File: src/logic/acfo_defs.svh
`ifndef ACFO_DEFS_SVH
`define ACFO_DEFS_SVH

// Register byte addresses.
`define ACFO_X_HIGH_ADDR 8'h08
`define ACFO_X_MID_ADDR 8'h09
`define ACFO_X_LOW_ADDR 8'h0a
`define ACFO_Y_HIGH_ADDR 8'h0b
`define ACFO_Y_MID_ADDR 8'h0c
`define ACFO_Y_LOW_ADDR 8'h0d
`define ACFO_Z_HIGH_ADDR 8'h0e
`define ACFO_Z_MID_ADDR 8'h0f
`define ACFO_Z_LOW_ADDR 8'h10
`define ACFO_QUEUE_ADDR 8'h11
`define ACFO_XT_HIGH_ADDR 8'h1e
`define ACFO_XT_LOW_ADDR 8'h1f
`define ACFO_YT_HIGH_ADDR 8'h20
`define ACFO_YT_LOW_ADDR 8'h21
`define ACFO_ZT_HIGH_ADDR 8'h22
`define ACFO_ZT_LOW_ADDR 8'h23

// Field positions and reset values.
`define ACFO_TRIM_SHIFT 4
`define ACFO_RESULT_RST 20'h00000
`define ACFO_TRIM_RST 16'h0000
`define ACFO_BYTE_RST 8'h00
`define ACFO_WORD_BYTES 2'h3

`endif

File: src/logic/acfo_pkg.sv
package acfo_pkg;

    typedef logic [19:0] acfo_result_t;
    typedef logic [15:0] acfo_trim_t;

    typedef struct packed {
        acfo_result_t x;
        acfo_result_t y;
        acfo_result_t z;
    } acfo_axes_s;

    typedef struct packed {
        logic start;
        logic next;
        logic [7:0] addr;
    } acfo_read_req_s;

    typedef struct packed {
        logic strobe;
        logic [7:0] addr;
        logic [7:0] data;
    } acfo_write_req_s;

endpackage

File: src/logic/acfo_regs.sv
`timescale 1ns/100ps
`include "acfo_defs.svh"

module acfo_regs #(
    parameter int RES_W = 20,
    parameter int TRIM_W = 16
) (
    // Clock and reset.
    input wire logic mclk_in,
    input wire logic sys_rst_in,
    // Processed samples from the signal chain.
    input wire logic sample_valid_in,
    input wire acfo_pkg::acfo_axes_s sample_in,
    // Show-ahead sample queue read side.
    input wire logic [23:0] queue_word_in,
    output logic queue_pop_out,
    // Byte-level register access from the serial front end.
    input wire acfo_pkg::acfo_read_req_s rd_req_in,
    input wire acfo_pkg::acfo_write_req_s wr_req_in,
    output logic [7:0] rd_data_out,
    output logic rd_valid_out,
    output logic [7:0] addr_ptr_out,
    // Trimmed results for the rest of the device.
    output acfo_pkg::acfo_axes_s result_out
);
    import acfo_pkg::*;

    // ----------------------------------------------------------------
    // Elaboration checks.
    // ----------------------------------------------------------------
    // The byte map is fixed, so any other width would be read back wrong.
    if (RES_W != 20) begin : g_bad_res_w
        $error("acfo_regs supports only 20-bit results.");
    end
    if (TRIM_W != 16) begin : g_bad_trim_w
        $error("acfo_regs supports only 16-bit trims.");
    end

    // ----------------------------------------------------------------
    // Trim write decode.
    // ----------------------------------------------------------------
    // Each trim byte has its own enable, so the two halves of a trim can be
    // written independently and in either order.
    logic wr_xt_high;
    logic wr_xt_low;
    logic wr_yt_high;
    logic wr_yt_low;
    logic wr_zt_high;
    logic wr_zt_low;

    always_comb begin
        wr_xt_high = wr_req_in.strobe && wr_req_in.addr == `ACFO_XT_HIGH_ADDR;
        wr_xt_low = wr_req_in.strobe && wr_req_in.addr == `ACFO_XT_LOW_ADDR;
        wr_yt_high = wr_req_in.strobe && wr_req_in.addr == `ACFO_YT_HIGH_ADDR;
        wr_yt_low = wr_req_in.strobe && wr_req_in.addr == `ACFO_YT_LOW_ADDR;
        wr_zt_high = wr_req_in.strobe && wr_req_in.addr == `ACFO_ZT_HIGH_ADDR;
        wr_zt_low = wr_req_in.strobe && wr_req_in.addr == `ACFO_ZT_LOW_ADDR;
    end

    // ----------------------------------------------------------------
    // Offset trim registers.
    // ----------------------------------------------------------------
    // Writes to read-only addresses fall through the decode and are
    // dropped without any side effect.
    acfo_trim_t x_trim_ff;
    acfo_trim_t y_trim_ff;
    acfo_trim_t z_trim_ff;

    always_ff @(posedge mclk_in or posedge sys_rst_in) begin
        if (sys_rst_in) begin
            x_trim_ff <= `ACFO_TRIM_RST;
        end else begin
            if (wr_xt_high) begin
                x_trim_ff[15:8] <= wr_req_in.data;
            end
            if (wr_xt_low) begin
                x_trim_ff[7:0] <= wr_req_in.data;
            end
        end
    end

    always_ff @(posedge mclk_in or posedge sys_rst_in) begin
        if (sys_rst_in) begin
            y_trim_ff <= `ACFO_TRIM_RST;
        end else begin
            if (wr_yt_high) begin
                y_trim_ff[15:8] <= wr_req_in.data;
            end
            if (wr_yt_low) begin
                y_trim_ff[7:0] <= wr_req_in.data;
            end
        end
    end

    always_ff @(posedge mclk_in or posedge sys_rst_in) begin
        if (sys_rst_in) begin
            z_trim_ff <= `ACFO_TRIM_RST;
        end else begin
            if (wr_zt_high) begin
                z_trim_ff[15:8] <= wr_req_in.data;
            end
            if (wr_zt_low) begin
                z_trim_ff[7:0] <= wr_req_in.data;
            end
        end
    end

    // ----------------------------------------------------------------
    // Trim addition and result registers.
    // ----------------------------------------------------------------
    // The trim is scaled by sixteen and the sum wraps in 20 bits.
    // There is no saturation: a large trim on a large result folds over,
    // which the user must avoid when choosing the trim.
    function automatic acfo_result_t add_trim(acfo_result_t raw, acfo_trim_t trim);
        acfo_result_t scaled;
        scaled = {trim, 4'h0};
        return raw + scaled;
    endfunction

    acfo_axes_s res_ff;

    always_ff @(posedge mclk_in or posedge sys_rst_in) begin
        if (sys_rst_in) begin
            res_ff.x <= `ACFO_RESULT_RST;
            res_ff.y <= `ACFO_RESULT_RST;
            res_ff.z <= `ACFO_RESULT_RST;
        end else if (sample_valid_in) begin
            res_ff.x <= add_trim(sample_in.x, x_trim_ff);
            res_ff.y <= add_trim(sample_in.y, y_trim_ff);
            res_ff.z <= add_trim(sample_in.z, z_trim_ff);
        end
    end

    assign result_out = res_ff;

    // ----------------------------------------------------------------
    // Read address selection and pointer.
    // ----------------------------------------------------------------
    // A request names its own address on start; a next byte takes the
    // pointer left by the byte before it.
    logic [7:0] ptr_ff;
    logic direct_ff;
    logic [1:0] idx_ff;
    logic [23:0] word_ff;
    logic rd_any;
    logic [7:0] cur_addr;
    logic cur_direct;
    logic queue_hit;
    logic queue_skip;

    always_comb begin
        rd_any = rd_req_in.start | rd_req_in.next;
        cur_addr = rd_req_in.start ? rd_req_in.addr : ptr_ff;
        cur_direct = rd_req_in.start | direct_ff;
        queue_hit = rd_any && cur_addr == `ACFO_QUEUE_ADDR && cur_direct;
        queue_skip = rd_any && cur_addr == `ACFO_QUEUE_ADDR && !cur_direct;
    end

    // The pointer holds at the queue port during a direct burst and moves
    // one on for every other byte, the skipped queue port included.
    always_ff @(posedge mclk_in or posedge sys_rst_in) begin
        if (sys_rst_in) begin
            ptr_ff <= `ACFO_BYTE_RST;
        end else if (rd_any) begin
            if (queue_hit) begin
                ptr_ff <= cur_addr;
            end else begin
                ptr_ff <= cur_addr + 8'h01;
            end
        end
    end

    // A read that starts at the queue port is direct; any other start or an
    // auto-increment arrival is not, and a burst keeps the flag it began with.
    always_ff @(posedge mclk_in or posedge sys_rst_in) begin
        if (sys_rst_in) begin
            direct_ff <= 1'b0;
        end else if (rd_any) begin
            direct_ff <= queue_hit;
        end
    end

    assign addr_ptr_out = ptr_ff;

    // ----------------------------------------------------------------
    // Queue word unpacking.
    // ----------------------------------------------------------------
    // The byte index survives between single reads so that two later
    // single reads finish a word begun by an earlier one.
    always_ff @(posedge mclk_in or posedge sys_rst_in) begin
        if (sys_rst_in) begin
            idx_ff <= 2'h0;
        end else if (queue_hit) begin
            if (idx_ff == `ACFO_WORD_BYTES - 2'h1) begin
                idx_ff <= 2'h0;
            end else begin
                idx_ff <= idx_ff + 2'h1;
            end
        end
    end

    // The head word is copied on the first byte, because the queue moves
    // on once the pop reaches it and the later bytes must not follow it.
    always_ff @(posedge mclk_in or posedge sys_rst_in) begin
        if (sys_rst_in) begin
            word_ff <= 24'h000000;
        end else if (queue_hit && idx_ff == 2'h0) begin
            word_ff <= queue_word_in;
        end
    end

    // The pop is registered, one cycle after the first byte of each word.
    always_ff @(posedge mclk_in or posedge sys_rst_in) begin
        if (sys_rst_in) begin
            queue_pop_out <= 1'b0;
        end else begin
            queue_pop_out <= queue_hit && idx_ff == 2'h0;
        end
    end

    // ----------------------------------------------------------------
    // Read data mux.
    // ----------------------------------------------------------------
    // The queue port comes first, so that a direct read never falls into
    // the plain map; the skipped queue port and unmapped addresses read zero.
    // Results are not held across a multi-byte read, so a sample that lands
    // between two bytes of one axis mixes old and new bytes.
    logic [7:0] nxt_rd_data;

    always_comb begin
        nxt_rd_data = `ACFO_BYTE_RST;
        if (queue_hit) begin
            case (idx_ff)
                2'h0: nxt_rd_data = queue_word_in[23:16];
                2'h1: nxt_rd_data = word_ff[15:8];
                default: nxt_rd_data = word_ff[7:0];
            endcase
        end else if (queue_skip) begin
            nxt_rd_data = `ACFO_BYTE_RST;
        end else begin
            case (cur_addr)
                `ACFO_X_HIGH_ADDR: nxt_rd_data = res_ff.x[19:12];
                `ACFO_X_MID_ADDR: nxt_rd_data = res_ff.x[11:4];
                `ACFO_X_LOW_ADDR: nxt_rd_data = {res_ff.x[3:0], 4'h0};
                `ACFO_Y_HIGH_ADDR: nxt_rd_data = res_ff.y[19:12];
                `ACFO_Y_MID_ADDR: nxt_rd_data = res_ff.y[11:4];
                `ACFO_Y_LOW_ADDR: nxt_rd_data = {res_ff.y[3:0], 4'h0};
                `ACFO_Z_HIGH_ADDR: nxt_rd_data = res_ff.z[19:12];
                `ACFO_Z_MID_ADDR: nxt_rd_data = res_ff.z[11:4];
                `ACFO_Z_LOW_ADDR: nxt_rd_data = {res_ff.z[3:0], 4'h0};
                `ACFO_XT_HIGH_ADDR: nxt_rd_data = x_trim_ff[15:8];
                `ACFO_XT_LOW_ADDR: nxt_rd_data = x_trim_ff[7:0];
                `ACFO_YT_HIGH_ADDR: nxt_rd_data = y_trim_ff[15:8];
                `ACFO_YT_LOW_ADDR: nxt_rd_data = y_trim_ff[7:0];
                `ACFO_ZT_HIGH_ADDR: nxt_rd_data = z_trim_ff[15:8];
                `ACFO_ZT_LOW_ADDR: nxt_rd_data = z_trim_ff[7:0];
                default: nxt_rd_data = `ACFO_BYTE_RST;
            endcase
        end
    end

    // The valid pulse follows every accepted byte request by one cycle.
    always_ff @(posedge mclk_in or posedge sys_rst_in) begin
        if (sys_rst_in) begin
            rd_valid_out <= 1'b0;
        end else begin
            rd_valid_out <= rd_any;
        end
    end

    // The read byte stands until the next request replaces it.
    always_ff @(posedge mclk_in or posedge sys_rst_in) begin
        if (sys_rst_in) begin
            rd_data_out <= `ACFO_BYTE_RST;
        end else if (rd_any) begin
            rd_data_out <= nxt_rd_data;
        end
    end

endmodule // acfo_regs

File: config.mk
export PLATFORM = sky130hd
export DESIGN_NAME = acfo_regs
export DESIGN_NICKNAME = d
export VERILOG_FILES = /design/src/logic/acfo_pkg.sv /design/src/logic/acfo_regs.sv
export VERILOG_INCLUDE_DIRS = /design/src /design/src/logic
export SDC_FILE = /design/constraint.sdc
export NUM_CORES = 1
export LEC_CHECK = 0
export BUFFER_PORTS_ARGS = -buffer_cell sky130_fd_sc_hd__buf_4
export CORE_UTILIZATION = 40
export CTS_CLUSTER_SIZE = 14
export DETAILED_ROUTE_END_ITERATION = 6
export PLACE_DENSITY = 0.72
export SETUP_SLACK_MARGIN = 0.05
export SYNTH_ARGS = -nofsm -noshare
export SYNTH_HDL_FRONTEND = slang
export SYNTH_SLANG_ARGS = --single-unit
File: constraint.sdc
create_clock -name mclk_in -period 4.2 [get_ports mclk_in]
set_clock_uncertainty 0.15 [all_clocks]
set_input_delay 0.21 -clock mclk_in [delete_from_list [all_inputs] [get_ports mclk_in]]
set_output_delay 0.21 -clock mclk_in [all_outputs]
set_load 0.01 [all_outputs]
[Word-level counts from Yosys, hierarchy flattened]
Index checks and enable logic that the tools add are counted.
W data, S select, Z words.
Operators by class
  add/sub/neg operators: 5
  reduce and logical (&&, ||, !) cells: 12
  bitwise gates (word level): 2
  eq/ne operators: 24
  muxes and demuxes: 7
Operator list (count)
  $pmux W8 S15: 1
  $eq A8 B4 Y1 const B: 8
  $eq A8 B6 Y1 const B: 8
  $add A20 B20 Y20: 3
  $eq A8 B5 Y1 const B: 6
  $mux W8: 4
  $pmux W8 S2: 1
  $logic_and A1 B1 Y1: 10
  $add A8 B1 Y8 const B: 1
  $add A2 B1 Y2 const B: 1
  $eq A2 B1 Y1 const B: 1
  $eq A2 B2 Y1 const B: 1
  $logic_not A2 Y1: 1
  $mux W2: 1
  $or A1 B1 Y1: 2
  $logic_not A1 Y1: 1
Word-level totals
  output and inout port bits: 78
  flip-flop bits (word level): 145
  logic and storage cells: 66

[Longest topological paths before layout]
  depth in word-level cells: 6
  gate-level depth with buffers: 12
  gate-level depth less buffers: 9

[Worst setup path before layout]
OpenSTA, ideal clock, no wires.
  path type: in2reg
  from: input port rd_req_in[9] (netlist name)
  to: register word_ff[0]
  library setup time: 0.127 ns
  path slack: 1.359 ns
  data required time: 3.923 ns
  stages: 11
  data arrival time: 2.564 ns
  path through: buf_6 > buf_2 > mux2_2 > inv_1 > ha_1 > clkbuf_1 > nor2b_1 > nand3_4 > nor3_4 > buf_6 > mux2_1
On the way
  cells in the longest elaborated chain, start to end: 5
RTL lines
  start: declaration: line acfo_regs.sv:18  | input wire acfo_pkg::acfo_read_req_s rd_req_in,
  $mux W8: line acfo_regs.sv:153  | cur_addr = rd_req_in.start ? rd_req_in.addr : ptr_ff;
  $eq A8 B5 Y1 (no line)
  $logic_and A1 B1 Y1 (no line)
  $logic_and A1 B1 Y1 *: line acfo_regs.sv:155  | queue_hit = rd_any && cur_addr == `ACFO_QUEUE_ADDR && cur_direct;
  $logic_and A1 B1 Y1 *: line acfo_regs.sv:207  | end else if (queue_hit && idx_ff == 2'h0) begin
  end signal: assignment: line acfo_regs.sv:208  | word_ff <= queue_word_in;
  end: declaration: line acfo_regs.sv:144  | logic [23:0] word_ff;
Mark *: on every way between the ends. The rest lies on a longest branch, timed or not.
A chain may end at the register's enable or synchronous reset.

[Worst setup path after layout]
  from: register ptr_ff[0], in the netlist addr_ptr_out[0]
  to: register rd_data_out[5]
On the way
  cells in the longest elaborated chain, start to end: 6
RTL lines
  start: declaration: line acfo_regs.sv:141  | logic [7:0] ptr_ff;
  start signal: assignment: line acfo_regs.sv:163  | ptr_ff <= `ACFO_BYTE_RST;
  start signal: assignment: line acfo_regs.sv:166  | ptr_ff <= cur_addr;
  start signal: assignment: line acfo_regs.sv:168  | ptr_ff <= cur_addr + 8'h01;
  $mux W8 *: line acfo_regs.sv:153
  parallel branches: the longest is 4 deep, another holds $pmux W8 S15
  $mux W8 *: line acfo_regs.sv:232  | if (queue_hit) begin
  end signal: assignment: line acfo_regs.sv:274  | rd_data_out <= `ACFO_BYTE_RST;
  end signal: assignment: line acfo_regs.sv:276  | rd_data_out <= nxt_rd_data;
  end: declaration: line acfo_regs.sv:20  | output logic [7:0] rd_data_out,
Every way passes the cells marked *.

==> metrics.cfg <==
[sta]
finalCriticalPeriod_ns = 2.91
fin_setup_tns_ns = 0
setup_viol = 0
timing.hold.ws_ns = 0.0414
rsz0062_at_grt = no
fin_ws_ns = 1.29
fin_crit_sh_pct = 69.2
worstMarginPinSlew_ns = 0.905
finalHoldViolCount = 0
maxSlewHeadroom_pct = 39.6
drv_slew = 0
fmax_mhz = 344

[logic_synthesis]
yosysWarnings = 0
synthFlopType = dfrtp_1
synth-compound-area-share_pct = 16.5
synth_fa_ha_area_share_pct = 7.43
seq_area_frac_synth_pct = 40.0
yosysTopAreaCell = dfrtp_1
synth_top_area_share_pct = 40.0
synthSimpleGateAreaFrac_pct = 14.4
synth-edff-count = 0
syn-num-nets = 1038
ys_ff_latch = 145
avgSynthCellArea_um2 = 10.4
synth_cells = 872
synthTopCellsByArea = dfrtp_1, mux2_2, ha_1, xnor2_1, nand2_1
synth_top_family_by_area = compound AO/OA/AOI/OAI gates
netlist_area_mm2 = 0.00906
ys_types = 77
ys_top_cells_by_count = dfrtp_1, mux2_2, nand2_1, ha_1
muxShareOfSynthArea_pct = 14.7
synthXorXnorAreaFrac_pct = 4.06
ys_async_sr_fraction_pct = 100
synth_most_common_cell = dfrtp_1

[floorplan]
io_pins = 192
dieArea_mm2 = 0.0233
die-width_um = 153
core_area_mm2 = 0.0220
initial_core_util_pct = 41.1
num_rows = 54
chipHeight_um = 153

[outcome]
violations = design-rule violations
status = complete, but fails checks

[global_routing]
grt_pass1_vias = 8058
overflow = 0
grt_pass1_wl_um = 45500
grt_max_degree = 89
grt_usage_pct = 25.6
antenna_found_initial = 0

[placed_design]
dpl.hpwl_um = 22500
pre_cts_ws_ns = 1.12
gp_congestion = 0.952
portBuffers = 191

[route]
wl_per_cell_um = 21.4
via_per_inst = 5.97
drt_iter0_markers = 861
dr.pass1.iters = 7
wl_um = 29800
drc_errors = 11
vias = 8312
ant_nets = 0

[cts]
cts_resized = 0
cts_sinks = 145
clk_latency_ns = 0.43
cts_tree = yes
clk_path_buf_depth = 2
cts.htree.levels = 4
cts-root-buf = clkbuf_16
cts_buffers = 17
cts.clk_slew.worst_paths_ns = 0.06

[setup_path]
setup.worst_path.end_class = flip-flop
path_class = flip-flop to flip-flop
start_kind = flip-flop
required_ns = 4.34
cp_max_fo = 15
critPathArrivalTime_ns = 3.05

[min_path]
min_path_type = input port to flip-flop

[finish]
nets = 1266
n_antenna_cell = 0
syn2layout_area_growth_pct = 31.1
drive_gt1_share_pct = 30.8

[run]
cap_violations = 0

[pwr]
p_leak_nw = 5.63
power_mw = 4.39
vdd_drop_max_v = 0.000255
p_per_area_mw_per_mm2 = 370

-- stage by stage --
step,utilization [%],area (µm²),cells
after floorplan,-,9060,872
after global placement,48.8,10800,1313
after detailed placement,48.8,10800,1313
after CTS,53.9,11900,1392
after global routing,53.9,11900,1392
final,53.9,11900,1392
-- where the power goes --
group / total (mW) / switching, mW / internal, mW
logic: 0.974 / 0.488 / 0.487
registers: 1.72 / 0.189 / 1.53
clock network: 1.70 / 0.625 / 1.07
-- cells by family after synthesis --
group / count (synthesis)
simple gates: 243
compound gates: 209
flops: 145
mux: 120
buf+inv: 61
fa+ha+maj: 52
xor+xnor: 42
-- per-layer routing --
metal,routed length [µm],vias to the layer above,GRT usage [%]
met4,1130,0,10.9
li1,-,3793,-
met3,2270,81,5.18
met5,0,-,0
met2,14100,394,42.7
met1,12300,4044,32.5
-- sequential cells by signal, indices dropped and copies added (netlist names) --
signal,count
addr_ptr_out,8
direct_ff,1
idx_ff,2
queue_pop_out,1
rd_data_out,8
rd_valid_out,1
result_out,60
word_ff,16
x_trim_ff,16
y_trim_ff,16
z_trim_ff,16
-- critical path: stages (launching register included) --
cell and delay (ns):
dfrtp_1 0.40, mux2i_1 0.24, inv_1 0.15, ha_1 0.45, a222oi_1 0.42, a21oi_1 0.10
o211a_1 0.26, a2111oi_0 0.25, and3b_1 0.22, o221ai_1 0.11
-- path summary, 6_finish.rpt --
path                       depth (start not counted)               to       startpoint  slack [ns]
min in group asynchronous                          3   result_out[35]       sys_rst_in        0.27
min                                                2  addr_ptr_out[7]     rd_req_in[9]        0.04
max                                                9   rd_data_out[5]  addr_ptr_out[0]        1.29
max in group asynchronous                          4  addr_ptr_out[4]       sys_rst_in        2.78
min reg2reg                                        1       word_ff[5]       word_ff[5]        0.34
max reg2reg                                        9   rd_data_out[5]  addr_ptr_out[0]        1.29
-- cells in the final DEF, fill, tap and decap left out, types with 12 or more instances in the layout --
cell           Yosys  layout
buf_4              1     200
dfrtp_1          145     145
mux2_2            96      96
nand2_1           61      61
ha_1              49      49
dlygate4sd3_1      0      48
nor2_1            38      38
a21oi_1           38      38
o21ai_0           34      34
nand4_1           32      32
nand3_1           32      32
xnor2_1           28      28
inv_1             21      20
a22oi_1           19      19
a21o_1            19      19
and3_1            17      17
mux2i_1           17      17
clkbuf_16          0      17
xor2_1            14      14
nor3_1            12      12
a211oi_1          12      12
-- layout make-up --
| type | count | area (µm²) |
|---|---|---|
| clock buffers | 19 | 443 |
| clock inverters | 12 | 206 |
| fillers | 1917 | 10100 |
| inverters | 21 | 82.6 |
| multi-input cells | 666 | 5170 |
| flip-flops and latches | 145 | 3630 |
| well taps | 280 | 350 |
| repair buffers | 249 | 2000 |
-- timing repair --
item,4_1_cts,5_1_grt
hold buffers,48,0
buffers inserted,0,0
endpoints found under the hold margin,108,0
(Power assumes the default switching activity.)
